## src/urf_pkg.sv

```systemverilog
// constants and state encoding for the receiver front end
package urf_pkg;

    localparam int OVERSAMPLE = 16;
    localparam int START_LOW_MIN = 7;
    localparam int HALF_BIT = 8;
    localparam int FIRST_SAMPLE = 24;
    localparam int DATA_BITS = 8;
    localparam int FIFO_DEPTH = 4;
    localparam int SYNC_STAGES = 2;
    localparam int PHASE_W = 5;

    localparam logic [PHASE_W-1:0] PH_ZERO = 5'h00;
    localparam logic [PHASE_W-1:0] PH_ONE = 5'h01;
    localparam logic [PHASE_W-1:0] PH_ACCEPT = 5'h07;
    localparam logic [PHASE_W-1:0] PH_SAMPLE = 5'h18;
    localparam logic [PHASE_W-1:0] PH_RELOAD = 5'h08;

    typedef enum logic [2:0] {
        URF_OFF = 3'h0,
        URF_HUNT = 3'h1,
        URF_START = 3'h3,
        URF_DATA = 3'h2,
        URF_STOP = 3'h6
    } urf_state_t;

endpackage : urf_pkg

```

## src/urf_stream_if.sv

```systemverilog
// valid/ready stream carrier between the receiver and its buffer
`timescale 1ns/1ps
interface urf_stream_if #(
    parameter int WIDTH = 8
);
    logic valid;
    logic ready;
    logic [WIDTH-1:0] data;

    modport src (
        output valid,
        output data,
        input ready
    );

    modport snk (
        input valid,
        input data,
        output ready
    );
endinterface : urf_stream_if

```

## src/urf_sync.sv

```systemverilog
// multi-stage synchroniser for the serial input pin
`timescale 1ns/1ps
module urf_sync #(
    parameter int STAGES = urf_pkg::SYNC_STAGES
) (
    input wire logic clk_sys,
    input wire logic rstn,
    input wire logic async_in,
    output logic sync_out
);
    logic [STAGES-1:0] chain;
    logic [STAGES-1:0] next_chain;

    if (STAGES < 2) begin : g_bad_stages
        $error("urf_sync needs at least two stages");
    end

    // idle line is high, so the chain resets to ones
    always_comb begin
        next_chain = {chain[STAGES-2:0], async_in};
    end

    always_ff @(posedge clk_sys) begin
        if (!rstn) begin
            chain <= '1;
        end else begin
            chain <= next_chain;
        end
    end

    assign sync_out = chain[STAGES-1];
endmodule // urf_sync

```

## src/urf_fifo.sv

```systemverilog
// small synchronous fifo between receiver and consumer
`timescale 1ns/1ps
module urf_fifo #(
    parameter int WIDTH = urf_pkg::DATA_BITS,
    parameter int DEPTH = urf_pkg::FIFO_DEPTH
) (
    input wire logic clk_sys,
    input wire logic rstn,
    urf_stream_if.snk wr,
    urf_stream_if.src rd
);
    localparam int AW = (DEPTH > 1) ? $clog2(DEPTH) : 1;
    localparam logic [AW:0] FULL_CNT = (AW + 1)'(DEPTH);

    logic [WIDTH-1:0] mem [DEPTH];
    logic [AW-1:0] wr_ptr;
    logic [AW-1:0] rd_ptr;
    logic [AW:0] count;
    logic [AW-1:0] next_wr_ptr;
    logic [AW-1:0] next_rd_ptr;
    logic [AW:0] next_count;
    logic do_wr;
    logic do_rd;

    if (DEPTH < 2 || (DEPTH & (DEPTH - 1)) != 0) begin : g_bad_depth
        $error("urf_fifo depth must be a power of two, at least 2");
    end

    assign wr.ready = (count != FULL_CNT);
    assign rd.valid = (count != '0);
    assign rd.data = mem[rd_ptr];

    always_comb begin
        do_wr = wr.valid && wr.ready;
        do_rd = rd.valid && rd.ready;
        next_wr_ptr = do_wr ? wr_ptr + 1'b1 : wr_ptr;
        next_rd_ptr = do_rd ? rd_ptr + 1'b1 : rd_ptr;
        next_count = count;
        if (do_wr && !do_rd) begin
            next_count = count + 1'b1;
        end else if (do_rd && !do_wr) begin
            next_count = count - 1'b1;
        end
    end

    always_ff @(posedge clk_sys) begin
        if (!rstn) begin
            wr_ptr <= '0;
            rd_ptr <= '0;
            count <= '0;
        end else begin
            wr_ptr <= next_wr_ptr;
            rd_ptr <= next_rd_ptr;
            count <= next_count;
        end
    end

    // storage needs no reset; count guards every read
    always_ff @(posedge clk_sys) begin
        if (do_wr) begin
            mem[wr_ptr] <= wr.data;
        end
    end
endmodule // urf_fifo

```

## src/urf_rx.sv

```systemverilog
// receiver front end: commands, start detection, mid-bit sampling
`timescale 1ns/1ps
// Operation
// - after reset the receiver is disabled and ignores the line.
// - an enable command starts the hunt for a start bit.
// - a disable while waiting for a start bit stops at once.
// - a disable during a character waits until its stop bit.
// - a reset command aborts at once, disables and drops the character.
// - a start bit needs the line low for more than seven ticks.
// - a low of seven ticks or fewer is ignored and hunting goes on.
// - each bit is sixteen ticks long and sampled at its centre.
// - the first data sample falls 24 ticks after the falling edge.
// - each later sample falls 16 ticks after the one before.
// - timing comes only from the local 16x tick, never a line clock.
module urf_rx #(
    parameter int DATA_BITS = urf_pkg::DATA_BITS,
    parameter int FIFO_DEPTH = urf_pkg::FIFO_DEPTH
) (
    input wire logic clk_sys,
    input wire logic rstn,
    input wire logic sample_tick,
    input wire logic serial_receive_line,
    input wire logic receive_enable_cmd,
    input wire logic receive_disable_cmd,
    input wire logic receiver_reset_cmd,
    input wire logic rx_ready,
    output logic [DATA_BITS-1:0] rx_data,
    output logic rx_valid,
    output logic rx_overrun,
    output logic rx_enabled,
    output logic rx_busy
);
    localparam int BW = $clog2(DATA_BITS + 1);
    localparam logic [BW-1:0] LAST_BIT = BW'(DATA_BITS - 1);

    if (DATA_BITS < 5 || DATA_BITS > 9) begin : g_bad_bits
        $error("urf_rx supports 5 to 9 data bits");
    end

    urf_pkg::urf_state_t state;
    urf_pkg::urf_state_t next_state;
    logic [urf_pkg::PHASE_W-1:0] phase;
    logic [urf_pkg::PHASE_W-1:0] next_phase;
    logic [BW-1:0] bit_idx;
    logic [BW-1:0] next_bit_idx;
    logic [DATA_BITS-1:0] shreg;
    logic [DATA_BITS-1:0] next_shreg;
    logic dis_pend;
    logic next_dis_pend;
    logic push_v;
    logic next_push_v;
    logic [DATA_BITS-1:0] push_d;
    logic [DATA_BITS-1:0] next_push_d;
    logic next_overrun;
    logic next_rx_valid;
    logic [DATA_BITS-1:0] next_rx_data;
    logic line_s;
    logic sample_now;

    urf_stream_if #(.WIDTH(DATA_BITS)) wr_if ();
    urf_stream_if #(.WIDTH(DATA_BITS)) rd_if ();

    // pin crosses into clk_sys before start detection
    urf_sync #(
        .STAGES(urf_pkg::SYNC_STAGES)
    ) u_sync (
        .clk_sys(clk_sys),
        .rstn(rstn),
        .async_in(serial_receive_line),
        .sync_out(line_s)
    );

    urf_fifo #(
        .WIDTH(DATA_BITS),
        .DEPTH(FIFO_DEPTH)
    ) u_fifo (
        .clk_sys(clk_sys),
        .rstn(rstn),
        .wr(wr_if.snk),
        .rd(rd_if.src)
    );

    assign wr_if.valid = push_v;
    assign wr_if.data = push_d;
    // output stage refills whenever empty or being drained
    assign rd_if.ready = !rx_valid || rx_ready;

    // bit timing runs purely off the local oversampling tick
    assign sample_now = sample_tick && (state == urf_pkg::URF_DATA ||
        state == urf_pkg::URF_STOP) &&
        (phase == urf_pkg::PH_SAMPLE - 1'b1);

    always_comb begin
        next_state = state;
        next_phase = phase;
        next_bit_idx = bit_idx;
        next_shreg = shreg;
        next_dis_pend = dis_pend;
        next_push_v = 1'b0;
        next_push_d = push_d;
        case (state)
            urf_pkg::URF_OFF: begin
                if (receive_enable_cmd && !receive_disable_cmd) begin
                    next_state = urf_pkg::URF_HUNT;
                end
            end
            urf_pkg::URF_HUNT: begin
                // first low tick marks the falling edge
                if (sample_tick && !line_s) begin
                    next_state = urf_pkg::URF_START;
                    next_phase = urf_pkg::PH_ZERO;
                end
            end
            urf_pkg::URF_START: begin
                if (sample_tick) begin
                    if (line_s) begin
                        next_state = urf_pkg::URF_HUNT;
                    end else begin
                        next_phase = phase + urf_pkg::PH_ONE;
                        if (next_phase == urf_pkg::PH_ACCEPT) begin
                            next_state = urf_pkg::URF_DATA;
                            next_bit_idx = '0;
                        end
                    end
                end
            end
            urf_pkg::URF_DATA: begin
                if (sample_tick) begin
                    next_phase = phase + urf_pkg::PH_ONE;
                end
                if (sample_now) begin
                    // phase restarts at the half-bit point of the bit just sampled
                    next_phase = urf_pkg::PH_RELOAD;
                    next_shreg = {line_s, shreg[DATA_BITS-1:1]};
                    next_bit_idx = bit_idx + 1'b1;
                    if (bit_idx == LAST_BIT) begin
                        next_state = urf_pkg::URF_STOP;
                    end
                end
            end
            urf_pkg::URF_STOP: begin
                if (sample_tick) begin
                    next_phase = phase + urf_pkg::PH_ONE;
                end
                if (sample_now) begin
                    // stop level is not judged here, the character is kept
                    next_push_v = 1'b1;
                    next_push_d = shreg;
                    next_phase = urf_pkg::PH_ZERO;
                    next_dis_pend = 1'b0;
                    next_state = dis_pend ? urf_pkg::URF_OFF
                        : urf_pkg::URF_HUNT;
                end
            end
            default: begin
                next_state = urf_pkg::URF_OFF;
            end
        endcase
        if (receive_disable_cmd) begin
            if (state == urf_pkg::URF_HUNT || state == urf_pkg::URF_START) begin
                next_state = urf_pkg::URF_OFF;
            end else if (state == urf_pkg::URF_DATA ||
                (state == urf_pkg::URF_STOP && !sample_now)) begin
                next_dis_pend = 1'b1;
            end else if (sample_now) begin
                // disable on the stop sample itself still stops afterwards
                next_state = urf_pkg::URF_OFF;
            end
        end else if (receive_enable_cmd) begin
            next_dis_pend = 1'b0;
        end
        // reset outranks every other command and drops the character
        if (receiver_reset_cmd) begin
            next_state = urf_pkg::URF_OFF;
            next_dis_pend = 1'b0;
            next_push_v = 1'b0;
            next_phase = urf_pkg::PH_ZERO;
            next_bit_idx = '0;
        end
    end

    // overrun: a finished character met a full buffer; set beats clear
    always_comb begin
        next_overrun = rx_overrun;
        if (receiver_reset_cmd) begin
            next_overrun = 1'b0;
        end
        if (push_v && !wr_if.ready) begin
            next_overrun = 1'b1;
        end
        next_rx_valid = rx_valid;
        next_rx_data = rx_data;
        if (rd_if.valid && rd_if.ready) begin
            next_rx_valid = 1'b1;
            next_rx_data = rd_if.data;
        end else if (rx_ready) begin
            next_rx_valid = 1'b0;
        end
    end

    always_ff @(posedge clk_sys) begin
        if (!rstn) begin
            state <= urf_pkg::URF_OFF;
            phase <= urf_pkg::PH_ZERO;
            bit_idx <= '0;
            shreg <= '0;
            dis_pend <= 1'b0;
            push_v <= 1'b0;
            push_d <= '0;
            rx_overrun <= 1'b0;
            rx_valid <= 1'b0;
            rx_data <= '0;
            rx_enabled <= 1'b0;
            rx_busy <= 1'b0;
        end else begin
            state <= next_state;
            phase <= next_phase;
            bit_idx <= next_bit_idx;
            shreg <= next_shreg;
            dis_pend <= next_dis_pend;
            push_v <= next_push_v;
            push_d <= next_push_d;
            rx_overrun <= next_overrun;
            rx_valid <= next_rx_valid;
            rx_data <= next_rx_data;
            rx_enabled <= (next_state != urf_pkg::URF_OFF);
            rx_busy <= (next_state == urf_pkg::URF_DATA ||
                next_state == urf_pkg::URF_STOP);
        end
    end

    // tick count since the edge or the last sample, apart from phase
    logic [4:0] chk_gap;
    logic [4:0] next_chk_gap;

    always_comb begin
        next_chk_gap = chk_gap;
        if (sample_now || state == urf_pkg::URF_HUNT) begin
            next_chk_gap = 5'h00;
        end else if (sample_tick && chk_gap != 5'h1f) begin
            next_chk_gap = chk_gap + 5'h01;
        end
    end

    always_ff @(posedge clk_sys) begin
        if (!rstn) begin
            chk_gap <= 5'h00;
        end else begin
            chk_gap <= next_chk_gap;
        end
    end
endmodule // urf_rx

```

## config.mk

```make
export PLATFORM = sky130hd
export DESIGN_NAME = urf_rx
export DESIGN_NICKNAME = d
export VERILOG_FILES = /design/src/urf_pkg.sv /design/src/urf_stream_if.sv /design/src/urf_sync.sv /design/src/urf_fifo.sv /design/src/urf_rx.sv
export SDC_FILE = /design/constraint.sdc
export NUM_CORES = 1
export LEC_CHECK = 0
export ABC_CLOCK_PERIOD_IN_PS = 4500
export BUFFER_PORTS_ARGS = -buffer_cell sky130_fd_sc_hd__buf_2
export CAP_MARGIN = 20
export CORE_AREA = 2 2 88 90
export DETAILED_ROUTE_END_ITERATION = 10
export DIE_AREA = 0 0 90 92
export GPL_TIMING_DRIVEN = 0
export PLACE_DENSITY = 0.76
export SLEW_MARGIN = 20
export SYNTH_ARGS = -nofsm -noshare
export SYNTH_HDL_FRONTEND = slang
export SYNTH_HIERARCHICAL = 1
export SYNTH_SLANG_ARGS = --single-unit
```

## constraint.sdc

```tcl
create_clock -name clk_sys -period 4.5 [get_ports clk_sys]
set_clock_uncertainty 0.05 [all_clocks]
set_input_delay 0.45 -clock clk_sys [delete_from_list [all_inputs] [get_ports clk_sys]]
set_output_delay 0.45 -clock clk_sys [all_outputs]
set_load 0.02 [all_outputs]
```

==> results of run 1 <==
-- final timing paths --
check | from | to | slack [ns]
hold / removal | serial_receive_line | u_sync/chain[0] | 0.22
setup reg to reg | u_fifo/count[0] | u_fifo/count[2] | 2.20
hold reg to reg | u_sync/chain[0] | u_sync/chain[1] | 0.37
setup / recovery | u_fifo/count[0] | u_fifo/count[2] | 2.20
-- area by class of cell --
| type | count | share of cell area [%] |
|---|---|---|
| Sequential cell | 85 | 50.06 |
| Multi-Input combinational cell | 190 | 36.40 |
| Clock buffer | 11 | 3.253 |
| Tap cell | 102 | 3.160 |
| Timing Repair Buffer | 19 | 2.354 |
| Clock inverter | 5 | 2.138 |
| Buffer | 15 | 1.797 |
| Inverter | 9 | 0.8364 |
-- Yosys cell counts (all sizes together) (2+ instances only) --
| master | number |
|---|---|
| a21oi | 9 |
| mux2i | 19 |
| ha | 8 |
| o2111ai | 2 |
| nand2 | 23 |
| nor2b | 21 |
| or3 | 4 |
| inv | 9 |
| clkbuf | 8 |
| buf | 7 |
| o21ai | 7 |
| a21boi | 11 |
| mux4 | 8 |
| edfxtp | 32 |
| dfxtp | 53 |
| nor2 | 6 |
| xnor2 | 5 |
| a211oi | 4 |
| nand2b | 7 |
| nand3 | 12 |
| nand4 | 2 |
| o211ai | 2 |
| nor3 | 2 |
| xor2 | 2 |
| a31oi | 4 |
| o22ai | 2 |
| nor3b | 2 |
| and2 | 12 |
-- per-layer routing --
metal	vias to the layer above	wire length, µm
met5	-	0
met4	0	124
met3	11	258
met2	50	2894
met1	1127	2902
li1	1136	-
-- flip-flops by register name, indices dropped and copies added, names as in the netlist, named ones only --
signal	count
u_fifo/mem	32
push_d	8
rx_data	8
shreg	8
phase	5
bit_idx	4
state	3
u_fifo/count	3
u_fifo/rd_ptr	2
u_fifo/wr_ptr	2
u_sync/chain	2
dis_pend	1
push_v	1
rx_busy	1
rx_enabled	1
rx_overrun	1
rx_valid	1
-- cells by family after synthesis --
kind of cell               Yosys count
and+or+nand+nor                     99
buffers and inverters               24
muxes                               27
DFF                                 85
xor gates and xnor gates             7
AOI/OAI and AO/OA                   48
adders and majority gates            9
-- power by group --
group          leakage [nW]  total (mW)  internal, mW  switching (mW)
combinational         0.575      0.0282        0.0112          0.0169
sequential            0.648       0.793         0.792        0.000922
clock                 0.108       0.584         0.316           0.268
-- worst max-delay path: stages (launching register included) --
cell	delay [ns]
dfxtp_1	0.53
nor2_2	0.10
a21boi_4	0.26
ha_1	0.22
inv_1	0.06
fa_1	0.37
xor2_1	0.16
or3_1	0.30
a21boi_0	0.17
==> results.tsv, run 1 <==
metric	value	unit
clk_latency	0.35	ns
grt_usage	15.89	%
cp.required	4.72	ns
synth_nets	316	
n_fill_cell	658	
synth-simple-area-share	15.68	%
synth_flop_cell	dfxtp_1	
yosysWarnings	6	
cts_tree	done	
ir_drop	0.0001461	V
post-route-period-util	51.15	%
post_cts_resized	0	
placed_area	0.003821	mm²
cts_made_buffers	9	
overflow	0	
synth_fa_ha_area_share	3.338	%
grt_pass1_wl	10280	µm
grt_pass1_vias	2130	
routedWlPerCell	14.17	µm
r2r_cells	8	
synth_area	0.003598	mm²
post-route-util	54.23	%
via_count	2324	
synth_edf_count	32	
ys_seq_elements	85	
hold_class	primary input to flip-flop	
drtIter0Drc	67	
met3_usage	3.780	%
diodes	0	
synth_top_area_cell	dfxtp_1	
dp_hpwl	4224	µm
path_max_fanout	7	
min_path_cells	2	
avgSynthCellArea	12.03	µm²
syn_inst	299	
place.gp.congestion	0.8433	
multi_input_comb_area	0.001470	mm²
drc_errors	0	
synthToLayoutAreaGrowth	12.24	%
final_common_cell	dfxtp_1	
end_kind	flip-flop	
dieHeight	92	µm
finalPower	1.405	mW
final.setup.tns	0	ns
die_area	0.008280	mm²
viasPerCell	5.330	
slew_viol_final	0	
status	completed	
netlist-cell-type-count	51	
synthMuxAreaShare	10.29	%
met1_usage	20.41	%
clockBufferDepth	2	
antenna_found_initial	0	
cp-start-kind	flip-flop	
ant_nets	0	
timing.hold.ws	0.2228	ns
postCtsSetupBuffers	0	
start_util	48.32	%
slew-limit-headroom	55.96	%
drive_above_1_share	16.17	%
crit_type	flip-flop to flip-flop	
grt_max_degree	16	
period_needed	2.302	ns
netlist.area_leader.share	29.49	%
seqCellArea	0.002022	mm²
port_buffers	19	
htreeDepth	3	
synth-xor-area-share	1.704	%
nets	346	
fin_ws	2.198	ns
final_area	0.004039	mm²
first_pass_iters	4	
hold_buffers	0	
crit_arrival	2.53	ns
busiest_layer	met2	
seq_area_frac_synth	56.19	%
die_width	90	µm
tightestPinTransition	0.6537	ns
wirelength	6179	µm
rows	32	
async_flop_share	0	%
core	0.007447	mm²
rsz0062_at_grt	no	
setup_viol	0	
use_met2	25.25	%
fmax	0.4344	GHz
dp_slack	2.002	ns
synthTopCellsByArea	dfxtp_1 (29%), edfxtp_1 (27%), mux2i_1 (5.3%)	
cap_violations	0	
leakage	1.330	nW
synth-compound-area-share	9.840	%
cts_sinks	85	
cts_root_buf	clkbuf_8	
layout_common_cells	dfxtp_1 (53), edfxtp_1 (32), nand2_1 (23), buf_2 (23), nor2b_1 (21)	
dp.cells	420	
ios	20	
p_per_area	347.9	mW/mm²
fin_cells	436	
cts.clk_slew.worst_paths	0.08	ns
synth_top_family_by_area	simple AND/OR/NAND/NOR gates	
final_hold_viol_count	0	
No activity file was read; power rests on OpenSTA's default activity.
==> run 2: changes to the inputs <==
--- a/config.mk
+++ b/config.mk
@@ -5,14 +5,14 @@
 export SDC_FILE = /design/constraint.sdc
 export NUM_CORES = 1
 export LEC_CHECK = 0
-export ABC_CLOCK_PERIOD_IN_PS = 4500
+export ABC_CLOCK_PERIOD_IN_PS = 2050
 export BUFFER_PORTS_ARGS = -buffer_cell sky130_fd_sc_hd__buf_2
 export CAP_MARGIN = 20
 export CORE_AREA = 2 2 88 90
 export DETAILED_ROUTE_END_ITERATION = 10
 export DIE_AREA = 0 0 90 92
 export GPL_TIMING_DRIVEN = 0
-export PLACE_DENSITY = 0.76
+export PLACE_DENSITY = 0.78
 export SLEW_MARGIN = 20
 export SYNTH_ARGS = -nofsm -noshare
 export SYNTH_HDL_FRONTEND = slang
==> constraint.sdc (replaced) <==
create_clock -name clk_sys -period 2.05 [get_ports clk_sys]
set_clock_uncertainty 0.05 [all_clocks]
set_input_delay 0.205 -clock clk_sys [delete_from_list [all_inputs] [get_ports clk_sys]]
set_output_delay 0.205 -clock clk_sys [all_outputs]
set_load 0.02 [all_outputs]
==> run 2 against run 1 <==
  * Die area is the same
  * Wire length rose by 0.47%
  * Final area rose by 2.3%
==> results.tsv, run 2 (synthesis results as in run 1) <==
metric	value	unit
cts.clk_slew.worst_paths	0.09	ns
routedWlPerCell	14.05	µm
cap_violations	0	
min_path_cells	3	
p_int	2.344	mW
grt_pass1_vias	2276	
diodes	0	
place.gp.congestion	0.8957	
leakage	1.375	nW
p_per_area	731.1	mW/mm²
cp.required	2.29	ns
rows	32	
cts_sinks	85	
slew_viol_final	0	
post-route-util	55.49	%
ir_drop	0.0004343	V
clockBufferDepth	2	
fmax	0.5124	GHz
drc_errors	0	
period_needed	1.951	ns
r2r_cells	7	
cts_tree	done	
end_kind	flip-flop	
drtIter0Drc	99	
placed_area	0.003826	mm²
crit_arrival	2.19	ns
die_area	0.008280	mm²
setup_viol	0	
r2r_slack	0.1	ns
dp_hpwl	4253	µm
htreeDepth	3	
hold_class	primary input to flip-flop	
synthToLayoutAreaGrowth	14.85	%
critical_path.startpoint	u_fifo/count[2]	
crit_type	flip-flop to flip-flop	
p_seq_share	57.5	%
ant_nets	0	
power_switching_share	22.43	%
antenna_found_initial	0	
largest_reg_flops	32	
final_hold_viol_count	0	
r2r_end	u_fifo/count[2]	
start_util	48.32	%
grt_max_degree	17	
viasPerCell	5.195	
power_frac_comb	2.1	%
via_count	2296	
cts_made_buffers	9	
grt_usage	16.47	%
timing.rr.start	u_fifo/count[2]	
ios	20	
final_area	0.004133	mm²
tightestPinTransition	0.6626	ns
grt_pass1_wl	10700	µm
die_width	90	µm
path_max_fanout	4	
cts_root_buf	clkbuf_8	
core	0.007447	mm²
dieHeight	92	µm
cp-start-kind	flip-flop	
switchingPower	0.6778	mW
overflow	0	
cp-endpoint	u_fifo/count[2]	
wirelength	6208	µm
top_register	u_fifo/mem	
slew-limit-headroom	55.36	%
port_buffers	19	
status	completed	
final_common_cell	dfxtp_1	
rsz0062_at_grt	no	
layout_common_cells	dfxtp_1 (49), edfxtp_1 (32), nand2_1 (23)	
clk_latency	0.36	ns
p_clk_share	40.4	%
post-route-period-util	95.19	%
drive_above_1_share	20.59	%
nets	352	
n_fill_cell	653	
first_pass_iters	4	
==> run 2: power by group through the flow <==
stage               clock network [mW]  logic [mW]  registers [mW]
finish                            1.22      0.0626            1.74
global route                      1.33      0.0693            1.74
CTS                               1.26      0.0620            1.74
detailed placement                   0      0.0602            1.78
global placement                     0      0.0593            1.78
floorplan                            0      0.0348            1.78
==> run 2: through the flow <==
step | setup slack (ns) | instances | hold WS, ns | setup TNS, ns | power, mW
global placement | -0.09405 | 420 | 0.3387 | -0.09405 | 1.840
CTS | 0.006400 | 439 | 0.07906 | 0 | 3.058
finish | 0.09858 | 442 | 0.1005 | 0 | 3.021
global route | 0.001549 | 442 | 0.1096 | 0 | 3.133
detailed placement | -0.1398 | 420 | 0.3389 | -0.1398 | 1.841
floorplan | 0.004039 | 299 | 0.2280 | 0 | 1.816
==> run 2: how the worst min path moves through the flow <==
stage / from / to / slack [ns]
final: receive_enable_cmd / dis_pend / 0.10
after global routing: receive_enable_cmd / dis_pend / 0.11
after CTS: receive_enable_cmd / dis_pend / 0.08
after detailed placement: serial_receive_line / u_sync/chain[0] / 0.34
after global placement: serial_receive_line / u_sync/chain[0] / 0.34
after floorplan: rstn / u_sync/chain[0] / 0.23
==> run 2: what timing repair did <==
action                                  4_1_cts  5_1_grt
gates resized for setup                       5        8
endpoints found under the setup margin        1       12
hold buffers                                  1        0
endpoints found under the hold margin         1        0
pin swaps                                     2        2
setup buffers                                 2        3
==> run 2: worst max-delay path: stages (launching register included) <==
cell and delay, ns:
dfxtp_4 0.38, o31ai_4 0.25, ha_2 0.21, inv_1 0.05
fa_2 0.33, xor2_1 0.15, or3_1 0.31, a21boi_1 0.14
==> run 2: layout make-up <==
cell class,count,area [µm²],share of cell area [%]
sequential,85,2034,49.23
multi-input combinational,190,1488,36.00
timing repair buffer,25,155.1,3.754
tap,102,127.6,3.088
clock buffer,9,123.9,2.997
buffer,15,86.33,2.089
clock inverter,7,83.83,2.028
inverter,9,33.78,0.8174
==> run 2: layer usage <==
metal	vias to the layer above	routed length [µm]	global-route usage, %
met5	-	0	0
met4	0	173	9.487
met3	15	215	4.273
met2	41	2950	26.13
met1	1094	2869	20.50
li1	1146	-	-
